[config.mk]
export PLATFORM = sky130hd
export DESIGN_NAME = claim_lock_regs
export DESIGN_NICKNAME = d
export VERILOG_FILES = /design/src/core/claim_lock_pkg.sv /design/src/core/claim_tag_store.sv /design/src/core/claim_lock_regs.sv
export SDC_FILE = /design/constraint.sdc
export NUM_CORES = 1
export LEC_CHECK = 0
export ABC_CLOCK_PERIOD_IN_PS = 1610
export BUFFER_PORTS_ARGS = -buffer_cell sky130_fd_sc_hd__buf_2
export CAP_MARGIN = 20
export CORE_MARGIN = 2
export CORE_UTILIZATION = 43
export DETAILED_ROUTE_END_ITERATION = 10
export GPL_ROUTABILITY_DRIVEN = 0
export PLACE_DENSITY = 0.77
export SYNTH_ARGS = -nofsm -noshare
export SYNTH_HDL_FRONTEND = slang
export SYNTH_SLANG_ARGS = --single-unit
[constraint.sdc]
create_clock -name clk -period 1.61 [get_ports clk]
set_clock_uncertainty 0.1 [all_clocks]
set_input_delay 0.4025 -clock clk [delete_from_list [all_inputs] [get_ports clk]]
set_output_delay 0.4025 -clock clk [all_outputs]
set_load 0.03 [all_outputs]
[src/core/claim_lock_pkg.sv]
// Constants, types and decode helpers for the claim tag and software lock registers
package claim_lock_pkg;

  ////////////////////////////////////////////////////////////////////////////////
  // Bus geometry
  localparam int ADDR_W = 12;
  localparam int DATA_W = 32;
  localparam int STRB_W = DATA_W / 8;
  localparam int TAG_W = 4;

  ////////////////////////////////////////////////////////////////////////////////
  // Register byte offsets
  localparam logic [ADDR_W-1:0] OFS_CLAIM_SET = 12'h000;
  localparam logic [ADDR_W-1:0] OFS_CLAIM_CLEAR = 12'h004;
  localparam logic [ADDR_W-1:0] OFS_LOCK_ACCESS = 12'h008;
  localparam logic [ADDR_W-1:0] OFS_LOCK_STATUS = 12'h00C;

  ////////////////////////////////////////////////////////////////////////////////
  // Field positions and values
  localparam int STATUS_PRESENT_BIT = 0;
  localparam int STATUS_LOCKED_BIT = 1;
  localparam int STATUS_WIDTH_BIT = 2;
  localparam logic [DATA_W-1:0] UNLOCK_KEY = 32'hC5ACCE55;
  localparam logic [STRB_W-1:0] FULL_STRB = 4'hF;
  localparam logic [TAG_W-1:0] TAG_IMPL = 4'hF;
  localparam logic [TAG_W-1:0] TAG_RESET = 4'h0;
  localparam logic LOCK_RESET = 1'b1;
  localparam logic LOCK_PRESENT_ONCHIP = 1'b1;
  localparam logic LOCK_WIDTH_32 = 1'b0;

  ////////////////////////////////////////////////////////////////////////////////
  // Bus responses
  localparam logic [1:0] RESP_OKAY = 2'h0;
  localparam logic [1:0] RESP_SLVERR = 2'h2;

  ////////////////////////////////////////////////////////////////////////////////
  // Types
  typedef enum logic [2:0] {
    REG_CLAIM_SET,
    REG_CLAIM_CLEAR,
    REG_LOCK_ACCESS,
    REG_LOCK_STATUS,
    REG_NONE
  } reg_sel_t;

  typedef enum logic [1:0] {
    WR_COLLECT = 2'h0,
    WR_APPLY = 2'h1,
    WR_RESP = 2'h3
  } wr_state_t;

  typedef enum logic {
    RD_IDLE = 1'b0,
    RD_RESP = 1'b1
  } rd_state_t;

  typedef struct packed {
    logic [ADDR_W-1:0] addr;
    logic from_debug;
  } addr_req_t;

  typedef struct packed {
    logic [DATA_W-1:0] data;
    logic [STRB_W-1:0] strb;
  } wdata_t;

  ////////////////////////////////////////////////////////////////////////////////
  // Word-aligned address decode
  function automatic reg_sel_t decode_reg(input logic [ADDR_W-1:0] addr);
    logic [ADDR_W-1:0] word;
    word = {addr[ADDR_W-1:2], 2'h0};
    if (word == OFS_CLAIM_SET) begin
      return REG_CLAIM_SET;
    end else if (word == OFS_CLAIM_CLEAR) begin
      return REG_CLAIM_CLEAR;
    end else if (word == OFS_LOCK_ACCESS) begin
      return REG_LOCK_ACCESS;
    end else if (word == OFS_LOCK_STATUS) begin
      return REG_LOCK_STATUS;
    end
    return REG_NONE;
  endfunction

endpackage

[src/core/claim_tag_store.sv]
// Four-bit claim tag storage with set and clear masks
`timescale 1ns/1ns

module claim_tag_store
  import claim_lock_pkg::*;
(
  // Clock and reset
  input wire logic clk,
  input wire logic resetn,
  // Update strobes
  input wire logic set_en,
  input wire logic clear_en,
  input wire logic [TAG_W-1:0] mask,
  // Stored tag
  output logic [TAG_W-1:0] tag
);

  ////////////////////////////////////////////////////////////////////////////////
  // Tag flops
  always_ff @(posedge clk or negedge resetn) begin
    if (!resetn) begin
      tag <= TAG_RESET;
    end else if (set_en) begin
      tag <= tag | (mask & TAG_IMPL);
    end else if (clear_en) begin
      tag <= tag & ~mask;
    end
  end

endmodule

[src/core/claim_lock_regs.sv]
// AXI4-Lite register bank for the claim tag and software write lock
//
// The AXI4-Lite slave port and the register offsets were decided locally.
`timescale 1ns/1ns

module claim_lock_regs
  import claim_lock_pkg::*;
(
  // Clock and reset
  input wire logic clk,
  input wire logic resetn,
  // Write address channel
  input wire logic awvalid,
  output logic awready,
  input wire logic [ADDR_W-1:0] awaddr,
  input wire logic [2:0] awprot,
  input wire logic aw_from_debug,
  // Write data channel
  input wire logic wvalid,
  output logic wready,
  input wire logic [DATA_W-1:0] wdata,
  input wire logic [STRB_W-1:0] wstrb,
  // Write response channel
  output logic bvalid,
  input wire logic bready,
  output logic [1:0] bresp,
  // Read address channel
  input wire logic arvalid,
  output logic arready,
  input wire logic [ADDR_W-1:0] araddr,
  input wire logic [2:0] arprot,
  input wire logic ar_from_debug,
  // Read data channel
  output logic rvalid,
  input wire logic rready,
  output logic [DATA_W-1:0] rdata,
  output logic [1:0] rresp,
  // Status
  output logic [TAG_W-1:0] claim_tag,
  output logic sw_locked
);

  ////////////////////////////////////////////////////////////////////////////////
  // Declarations
  wr_state_t wr_state;
  rd_state_t rd_state;
  addr_req_t wr_addr;
  wdata_t wr_word;
  logic have_aw;
  logic have_w;
  logic aw_take;
  logic w_take;
  logic ar_take;
  reg_sel_t wr_sel;
  reg_sel_t rd_sel;
  logic wr_blocked;
  logic tag_set_en;
  logic tag_clear_en;
  logic [TAG_W-1:0] tag_mask;
  logic lock_write;
  logic [DATA_W-1:0] next_rdata;
  logic [1:0] next_rresp;
  logic [1:0] next_bresp;
  logic unused_prot;

  assign aw_take = awvalid && awready;
  assign w_take = wvalid && wready;
  assign ar_take = arvalid && arready;
  assign unused_prot = ^{awprot, arprot};

  ////////////////////////////////////////////////////////////////////////////////
  // Write channel capture
  always_ff @(posedge clk or negedge resetn) begin
    if (!resetn) begin
      awready <= 1'b1;
      have_aw <= 1'b0;
      wr_addr <= '0;
    end else if (aw_take) begin
      awready <= 1'b0;
      have_aw <= 1'b1;
      wr_addr <= '{addr: awaddr, from_debug: aw_from_debug};
    end else if (wr_state == WR_RESP && bready) begin
      awready <= 1'b1;
      have_aw <= 1'b0;
    end
  end

  always_ff @(posedge clk or negedge resetn) begin
    if (!resetn) begin
      wready <= 1'b1;
      have_w <= 1'b0;
      wr_word <= '0;
    end else if (w_take) begin
      wready <= 1'b0;
      have_w <= 1'b1;
      wr_word <= '{data: wdata, strb: wstrb};
    end else if (wr_state == WR_RESP && bready) begin
      wready <= 1'b1;
      have_w <= 1'b0;
    end
  end

  ////////////////////////////////////////////////////////////////////////////////
  // Write sequencing
  always_ff @(posedge clk or negedge resetn) begin
    if (!resetn) begin
      wr_state <= WR_COLLECT;
    end else begin
      unique case (wr_state)
        WR_COLLECT: begin
          if (have_aw && have_w) begin
            wr_state <= WR_APPLY;
          end
        end
        WR_APPLY: begin
          wr_state <= WR_RESP;
        end
        WR_RESP: begin
          if (bready) begin
            wr_state <= WR_COLLECT;
          end
        end
        default: begin
          wr_state <= WR_COLLECT;
        end
      endcase
    end
  end

  ////////////////////////////////////////////////////////////////////////////////
  // Write decode and lock gating
  always_comb begin
    wr_sel = decode_reg(wr_addr.addr);
    wr_blocked = sw_locked && !wr_addr.from_debug;
    tag_mask = wr_word.data[TAG_W-1:0];
    tag_set_en = 1'b0;
    tag_clear_en = 1'b0;
    lock_write = 1'b0;
    next_bresp = RESP_OKAY;
    if (wr_state == WR_APPLY) begin
      unique case (wr_sel)
        REG_CLAIM_SET: begin
          tag_set_en = !wr_blocked && wr_word.strb[0];
        end
        REG_CLAIM_CLEAR: begin
          // only the low tag bits act
          tag_clear_en = !wr_blocked && wr_word.strb[0];
        end
        REG_LOCK_ACCESS: begin
          // no lock exists on the debugger path
          lock_write = !wr_addr.from_debug && LOCK_PRESENT_ONCHIP;
        end
        REG_LOCK_STATUS: begin
          // Read-only: write accepted, no effect
          next_bresp = RESP_OKAY;
        end
        REG_NONE: begin
          next_bresp = RESP_SLVERR;
        end
        default: begin
          next_bresp = RESP_SLVERR;
        end
      endcase
    end
  end

  ////////////////////////////////////////////////////////////////////////////////
  // Software lock
  always_ff @(posedge clk or negedge resetn) begin
    if (!resetn) begin
      sw_locked <= LOCK_RESET;
    end else if (lock_write) begin
      if (wr_word.data == UNLOCK_KEY && wr_word.strb == FULL_STRB) begin
        sw_locked <= 1'b0;
      end else begin
        sw_locked <= 1'b1;
      end
    end
  end

  ////////////////////////////////////////////////////////////////////////////////
  // Write response
  always_ff @(posedge clk or negedge resetn) begin
    if (!resetn) begin
      bvalid <= 1'b0;
      bresp <= RESP_OKAY;
    end else if (wr_state == WR_APPLY) begin
      bvalid <= 1'b1;
      bresp <= next_bresp;
    end else if (bvalid && bready) begin
      bvalid <= 1'b0;
      bresp <= RESP_OKAY;
    end
  end

  ////////////////////////////////////////////////////////////////////////////////
  // Claim tag storage
  // tag feeds only readback and status
  claim_tag_store u_claim_tag_store (
    .clk(clk),
    .resetn(resetn),
    .set_en(tag_set_en),
    .clear_en(tag_clear_en),
    .mask(tag_mask),
    .tag(claim_tag)
  );

  ////////////////////////////////////////////////////////////////////////////////
  // Read data select
  always_comb begin
    rd_sel = decode_reg(araddr);
    next_rdata = '0;
    next_rresp = RESP_OKAY;
    unique case (rd_sel)
      REG_CLAIM_SET: begin
        next_rdata[TAG_W-1:0] = TAG_IMPL;
      end
      REG_CLAIM_CLEAR: begin
        next_rdata[TAG_W-1:0] = claim_tag;
      end
      REG_LOCK_ACCESS: begin
        next_rdata = '0;
      end
      REG_LOCK_STATUS: begin
        if (!ar_from_debug) begin
          next_rdata[STATUS_WIDTH_BIT] = LOCK_WIDTH_32;
          next_rdata[STATUS_LOCKED_BIT] = sw_locked;
          next_rdata[STATUS_PRESENT_BIT] = LOCK_PRESENT_ONCHIP;
        end
      end
      REG_NONE: begin
        next_rresp = RESP_SLVERR;
      end
      default: begin
        next_rresp = RESP_SLVERR;
      end
    endcase
  end

  ////////////////////////////////////////////////////////////////////////////////
  // Read channel
  always_ff @(posedge clk or negedge resetn) begin
    if (!resetn) begin
      rd_state <= RD_IDLE;
      arready <= 1'b1;
      rvalid <= 1'b0;
      rdata <= '0;
      rresp <= RESP_OKAY;
    end else begin
      unique case (rd_state)
        RD_IDLE: begin
          if (ar_take) begin
            rd_state <= RD_RESP;
            arready <= 1'b0;
            rvalid <= 1'b1;
            rdata <= next_rdata;
            rresp <= next_rresp;
          end
        end
        RD_RESP: begin
          if (rready) begin
            rd_state <= RD_IDLE;
            arready <= 1'b1;
            rvalid <= 1'b0;
            rdata <= '0;
            rresp <= RESP_OKAY;
          end
        end
      endcase
    end
  end

endmodule

==> results of run 1 <==
logic make-up (layout without fill, tap and decap cells):
logic type      Yosys count  after routing  share of synthesized area [%]
flops                    68             68                           56.9
mux                      54             54                           20.0
buf+inv                  45            121                           9.39
simple gates             42             42                           8.80
compound gates           19             19                           4.80
other cells               1             30                          0.125
per-layer routing:
layer / vias up / part of all wire [%] / global-route usage, %
met5: - / 0 / 0
li1: 963 / - / -
met4: 0 / 1.3 / 6.71
met2: 78 / 50 / 24.2
met3: 8 / 6.7 / 4.45
met1: 949 / 42 / 19.5
registers in the layout (all words and copies together), names as in the netlist, named ones only:
name,count
wr_word,32
wr_addr,11
rdata,4
tag_mask,4
wr_state,2
arready,1
awready,1
bresp,1
bvalid,1
have_aw,1
have_w,1
rd_state,1
rresp,1
rvalid,1
sw_locked,1
wready,1
how the worst max path moves through the flow:
| stage | cells past startpoint | to | startpoint | slack [ps] |
|---|---|---|---|---|
| after floorplan | 4 | register | wr_addr[8] | -70 |
| after global placement | 6 | sw_locked | wr_word[11] | -170 |
| after detailed placement | 6 | sw_locked | wr_word[11] | -220 |
| after CTS | 5 | register | wr_addr[8] | -160 |
| after global routing | 5 | register | wr_addr[12] | -260 |
| final | 5 | register | wr_addr[11] | -150 |
cells in the mapped netlist, drive strengths merged, types with 2 or more instances:
| cell | count | share of area, % |
|---|---|---|
| a32o | 2 | 0.67 |
| buf | 30 | 7.5 |
| dfstp | 4 | 3.5 |
| inv | 10 | 1.3 |
| a21oi | 4 | 0.67 |
| nand4b | 2 | 0.58 |
| nor4b | 2 | 0.58 |
| nor2 | 3 | 0.38 |
| dfrtp | 64 | 53 |
| clkbuf | 5 | 0.63 |
| nand2 | 12 | 1.5 |
| a2111oi | 2 | 0.58 |
| nand3 | 9 | 1.5 |
| nor4 | 4 | 1.3 |
| mux2i | 7 | 2.3 |
| a31o | 4 | 1.2 |
| mux2 | 47 | 18 |
| nor4bb | 3 | 1.0 |
power by group through the flow:
stage / clock [W] / combinational, W / sequential (W)
after detailed placement: 0 / 0.00194 / 0.00297
after floorplan: 0 / 0.00122 / 0.00307
after global routing: 0.00147 / 0.00217 / 0.00304
after CTS: 0.00138 / 0.00195 / 0.00295
after global placement: 0 / 0.00187 / 0.00292
final: 0.00132 / 0.00198 / 0.00295
through the flow:
stage	setup TNS, ps	cells	total power (W)
3_5_place_dp	-1150	398	0.00491
4_1_cts	-800	414	0.00627
5_1_grt	-1490	414	0.00669
6_report	-807	414	0.00625
3_3_place_gp	-1040	398	0.00480
2_1_floorplan	-329	258	0.00430
cell usage in the layout, fill, tap and decap left out, types with 2 or more instances in the layout:
| master | Yosys | layout |
|---|---|---|
| nor2_1 | 3 | 3 |
| mux2_2 | 47 | 47 |
| nand3_2 | 0 | 3 |
| nand2_1 | 12 | 12 |
| a21oi_1 | 4 | 4 |
| a32o_1 | 2 | 2 |
| a31o_2 | 4 | 4 |
| buf_12 | 0 | 2 |
| nand4b_1 | 2 | 2 |
| nor4bb_1 | 3 | 3 |
| buf_2 | 0 | 76 |
| buf_4 | 30 | 15 |
| conb_1 | 1 | 30 |
| clkbuf_8 | 0 | 10 |
| dfstp_2 | 4 | 4 |
| nor4_1 | 3 | 3 |
| nand3_1 | 9 | 5 |
| mux2i_1 | 7 | 7 |
| inv_1 | 10 | 10 |
| dfrtp_1 | 64 | 64 |
| clkbuf_1 | 5 | 3 |
critical path: cells and delay by family, from the launching register on:
| family | cells | cell delay (ps) |
|---|---|---|
| muxes | 1 | 120 |
| DFF | 1 | 380 |
| buffers and inverters | 1 | 170 |
| and+or+nand+nor | 3 | 870 |
repair_timing:
action	4_1_cts	5_1_grt
buffers inserted	0	0
pin swaps	0	2
cloned	0	0
hold buffers	1	0
gates resized for setup	1	16
setup endpoints to repair	6	13
endpoints found under the hold margin	37	0
area by class of cell:
class | count | area (um2) | area share (%)
flip-flops and latches | 68 | 1710 | 45.5
clock buffers | 13 | 149 | 3.97
clock inverters | 2 | 35.0 | 0.933
repair buffers | 96 | 562 | 15.0
well taps | 80 | 100 | 2.67
multi-input cells | 145 | 1160 | 31.0
inverters | 10 | 37.5 | 1.00
==> flow_summary.yaml, run 1 <==
global_route:
  grt_use_total_pct: 15.3
  antenna_found_initial: 0
  grt_pass1_wl_um: 8900
  grt-ovfl-total: 0
  grt_max_degree: 69
  grt_pass1_vias: 1897
route:
  drcViolationCount: 0
  wl_per_cell_um: 13.4
  first_pass_iters: 5
  totalWireLength_um: 5540
  ant_nets: 0
  num_vias: 1998
  drtIter0Drc: 53
  via_per_inst: 4.83
timing:
  whs_ps: 121
  setup_viol: 6
  rsz0062_at_grt: "true"
  timing.final.crit_share_pct: 109
  finalWorstSetupSlack_ps: -147
  layout_min_cycle_time_ps: 1760
  final_hold_viol_count: 0
  fmax_ghz: 0.569
  slew_viol_final: 0
worst_setup_path:
  end_kind: "register"
  critPathLaunchType: "register"
  worstPathRequired_ps: 1720
  crit_path_max_fanout: 6
  path_cells: "or4b_4, nor4_4, buf_6, nand3_2, mux2i_1"
  path_class: "reg2reg"
  rr_worst_depth: 5
  rrSetupSlack_ps: -150
  max_stage_delay_ps: 550
  slowest_stage: "or4b_4"
  crit_arrival_ps: 1870
  timing.rr.start: "wr_addr[11]"
worst_hold_path:
  worstHoldStart: "awvalid"
  hold_end: "awready"
  hold_class: "in2reg"
  min_path_cells: 2
layout:
  drive_gt1_share_pct: 51.2
  fill_cells: 598
  fin_nets: 405
  num_antenna_cells: 0
  fin_util_pct: 55.6
  final_area_um2: 3750
  area_delta_synth_final_pct: 25.2
power:
  pwr-share-clk_pct: 21.2
  max-vdd-ir-drop_uv: 682
  intPower_w: 0.00431
  pwr-share-seq_pct: 47.1
  p_leak_nw: 1.86
  swShare_pct: 31.0
  p_sw_w: 0.00194
  power_density_nw_per_um2: 1660
  p_comb_share_pct: 31.7
floorplanning:
  core-area_um2: 6760
  die_h_um: 87.5
  ios: 121
  fp.dieW_um: 87.5
  die_area_um2: 7660
  rows: 30
  start_util_pct: 44.4
clock_tree:
  clock-sinks: 68
  cts_tree: "done"
  clock_latency_ps: 330
  cts.path.max_buffers: 2
  cts_inserted_buffers: 9
  htree_levels: 3
  cts_root_buf: "clkbuf_8"
  path_clk_slew_ps: 70
logic_synthesis:
  synthesis.area_um2: 3000
  synth_ff_type: "dfrtp_1"
  yosysSeqAreaShare_pct: 56.9
  yosysWarnings: 0
  yosys_register_bits: 68
  postSynthCellCount: 229
  syn_area_per_cell_um2: 13.1
  synth_cell_types: 34
  synthArstFlopShare_pct: 100
  synth_edf_count: 0
placement:
  io_buffers: 80
  postPlaceCellArea_um2: 3500
  dpl_worst_slack_ps: -218
  dp_hpwl_um: 4090
run_status:
  violations: "negative setup slack"
  status: "finished with violations"
run:
  drv_cap: 0
Note: power is estimated with default switching activity, not from simulation.
==> run 2, diff against run 1 <==
--- a/config.mk
+++ b/config.mk
@@ -5,14 +5,13 @@
 export SDC_FILE = /design/constraint.sdc
 export NUM_CORES = 1
 export LEC_CHECK = 0
-export ABC_CLOCK_PERIOD_IN_PS = 1610
+export ABC_CLOCK_PERIOD_IN_PS = 2300
 export BUFFER_PORTS_ARGS = -buffer_cell sky130_fd_sc_hd__buf_2
 export CAP_MARGIN = 20
-export CORE_MARGIN = 2
-export CORE_UTILIZATION = 43
+export CORE_UTILIZATION = 52
 export DETAILED_ROUTE_END_ITERATION = 10
 export GPL_ROUTABILITY_DRIVEN = 0
-export PLACE_DENSITY = 0.77
+export PLACE_DENSITY = 0.87
 export SYNTH_ARGS = -nofsm -noshare
 export SYNTH_HDL_FRONTEND = slang
 export SYNTH_SLANG_ARGS = --single-unit
==> constraint.sdc (replaced) <==
create_clock -name clk -period 2.3 [get_ports clk]
set_clock_uncertainty 0.1 [all_clocks]
set_input_delay 0.575 -clock clk [delete_from_list [all_inputs] [get_ports clk]]
set_output_delay 0.575 -clock clk [all_outputs]
set_load 0.03 [all_outputs]
==> run 2 against run 1 <==
Compared with the run above:
- the flow now finishes without violations
- worst hold slack gained 33 ps
- die area shrank 21%
- setup slack gained 570 ps
- critical path depth shrank 1
- cell count shrank 4.8%
==> flow_summary.yaml, run 2 (synthesized netlist as in run 1, its figures left out) <==
run_status:
  status: "completed"
timing:
  final_hold_viol_count: 0
  fmax_ghz: 0.533
  worstMarginPinSlew_ps: 497
  slew_viol_final: 0
  relSlewSlack_pct: 66.8
  setup_viol: 0
  rsz0062_at_grt: "false"
  whs_ps: 154
  fin_tns_setup_ps: 0
  timing.final.crit_share_pct: 81.6
  layout_min_cycle_time_ps: 1880
route:
  first_pass_iters: 4
  totalWireLength_um: 5190
  drtIter0Drc: 30
  via_per_inst: 5.05
  num_vias: 1990
  drcViolationCount: 0
  ant_nets: 0
  wl_per_cell_um: 13.2
floorplanning:
  fp.dieW_um: 77.9
  core-area_um2: 5540
  ios: 121
  start_util_pct: 54.1
  die_area_um2: 6080
  die_h_um: 77.9
  rows: 27
worst_setup_path:
  rr_worst_depth: 4
  path_cells: "or4_4, nor4_4, nand3_1, mux2i_1"
  worstPathRequired_ps: 2410
  slowest_stage: "or4_4"
  crit_path_start: "wr_addr[7]"
  path_class: "reg2reg"
  max_stage_delay_ps: 530
  end_kind: "register"
  crit_arrival_ps: 1980
  timing.rr.start: "wr_addr[7]"
  rrSetupSlack_ps: 420
  critPathLaunchType: "register"
  crit_path_max_fanout: 6
placement:
  io_buffers: 80
  postPlaceCellArea_um2: 3400
  dp_hpwl_um: 3820
clock_tree:
  cts.path.max_buffers: 2
  path_clk_slew_ps: 60
  cts_root_buf: "clkbuf_8"
  cts_setup_buffers: 0
  htree_levels: 3
  cts_tree: "done"
  clock_latency_ps: 330
  hold_buffers: 0
  cts_inserted_buffers: 9
  clock-sinks: 68
  cts_resized: 0
power:
  power_density_nw_per_um2: 1170
  max-vdd-ir-drop_uv: 637
  p_leak_nw: 1.79
worst_hold_path:
  hold_class: "in2async"
global_route:
  grt_pass1_vias: 1932
  grt_pass1_wl_um: 8630
  grt_use_total_pct: 18.8
  antenna_found_initial: 0
  grt-ovfl-total: 0
  grt_max_degree: 69
layout:
  area_delta_synth_final_pct: 19.5
  num_antenna_cells: 0
  largest_register_ffs: 32
  mostFrequentLayoutCells: "buf_2, dfrtp_1, mux2_2"
  fin_nets: 392
  drive_gt1_share_pct: 47.5
  regMostFlops: "wr_word"
  final_common_cell: "buf_2"
  layout_top_registers: "wr_word (32), wr_addr (11)"
  final_area_um2: 3580
run:
  drv_cap: 0
==> run 2: changes by cell type in the layout (fill, tap and decap cells not counted), sizes merged <==
| cell | change |
|---|---|
| dlygate4sd3 | -1 |
| clkbuf | +1 |
| buf | -11 |
| bufinv | -1 |
==> run 2: how the worst min path moves through the flow <==
| stage | to | cells after the start |
|---|---|---|
| after floorplan | asynchronous set/reset pin | 0 |
| after global placement | have_w | 2 |
| after detailed placement | have_w | 2 |
| after CTS | wr_word[12] | 2 |
| after global routing | wr_word[12] | 2 |
| final | wr_word[12] | 2 |
==> run 2: layer usage <==
metal  vias to the layer above  track usage, %  share of wire [%]
li1                        930               -                  -
met4                         0            6.67               0.96
met3                         7            6.24                7.2
met1                       963            22.9                 42
met5                         -               0                  0
met2                        90            31.4                 50
==> run 2: worst max-delay path, delay by kind of cell (launching register included) <==
| kind | cells | cell delay, ps |
|---|---|---|
| simple gates | 3 | 1120 |
| flops | 1 | 390 |
| mux | 1 | 150 |
==> run 2: per-stage QoR <==
stage	util, %	total power (W)	setup WS [ps]	cells
2_1_floorplan	-	0.00301	547	258
3_3_place_gp	61.4	0.00326	378	378
3_5_place_dp	61.4	0.00334	338	378
4_1_cts	64.7	0.00424	399	394
5_1_grt	64.7	0.00447	301	394
6_report	64.7	0.00419	423	394
==> run 2: layout make-up <==
| cell class | count | area, um2 |
|---|---|---|
| Timing Repair Buffer | 83 | 448 |
| Tap cell | 72 | 90.1 |
| Sequential cell | 68 | 1710 |
| Inverter | 10 | 37.5 |
| Fill cell | 455 | 1960 |
| Clock buffer | 15 | 176 |
| Clock inverter | 1 | 5.00 |
| Multi-Input combinational cell | 145 | 1120 |
==> run 2: report_power, final <==
part / internal (W) / switching (W)
Combinational: 0.000639 / 0.000593
Sequential: 0.00176 / 0.000319
Clock: 0.000480 / 0.000403
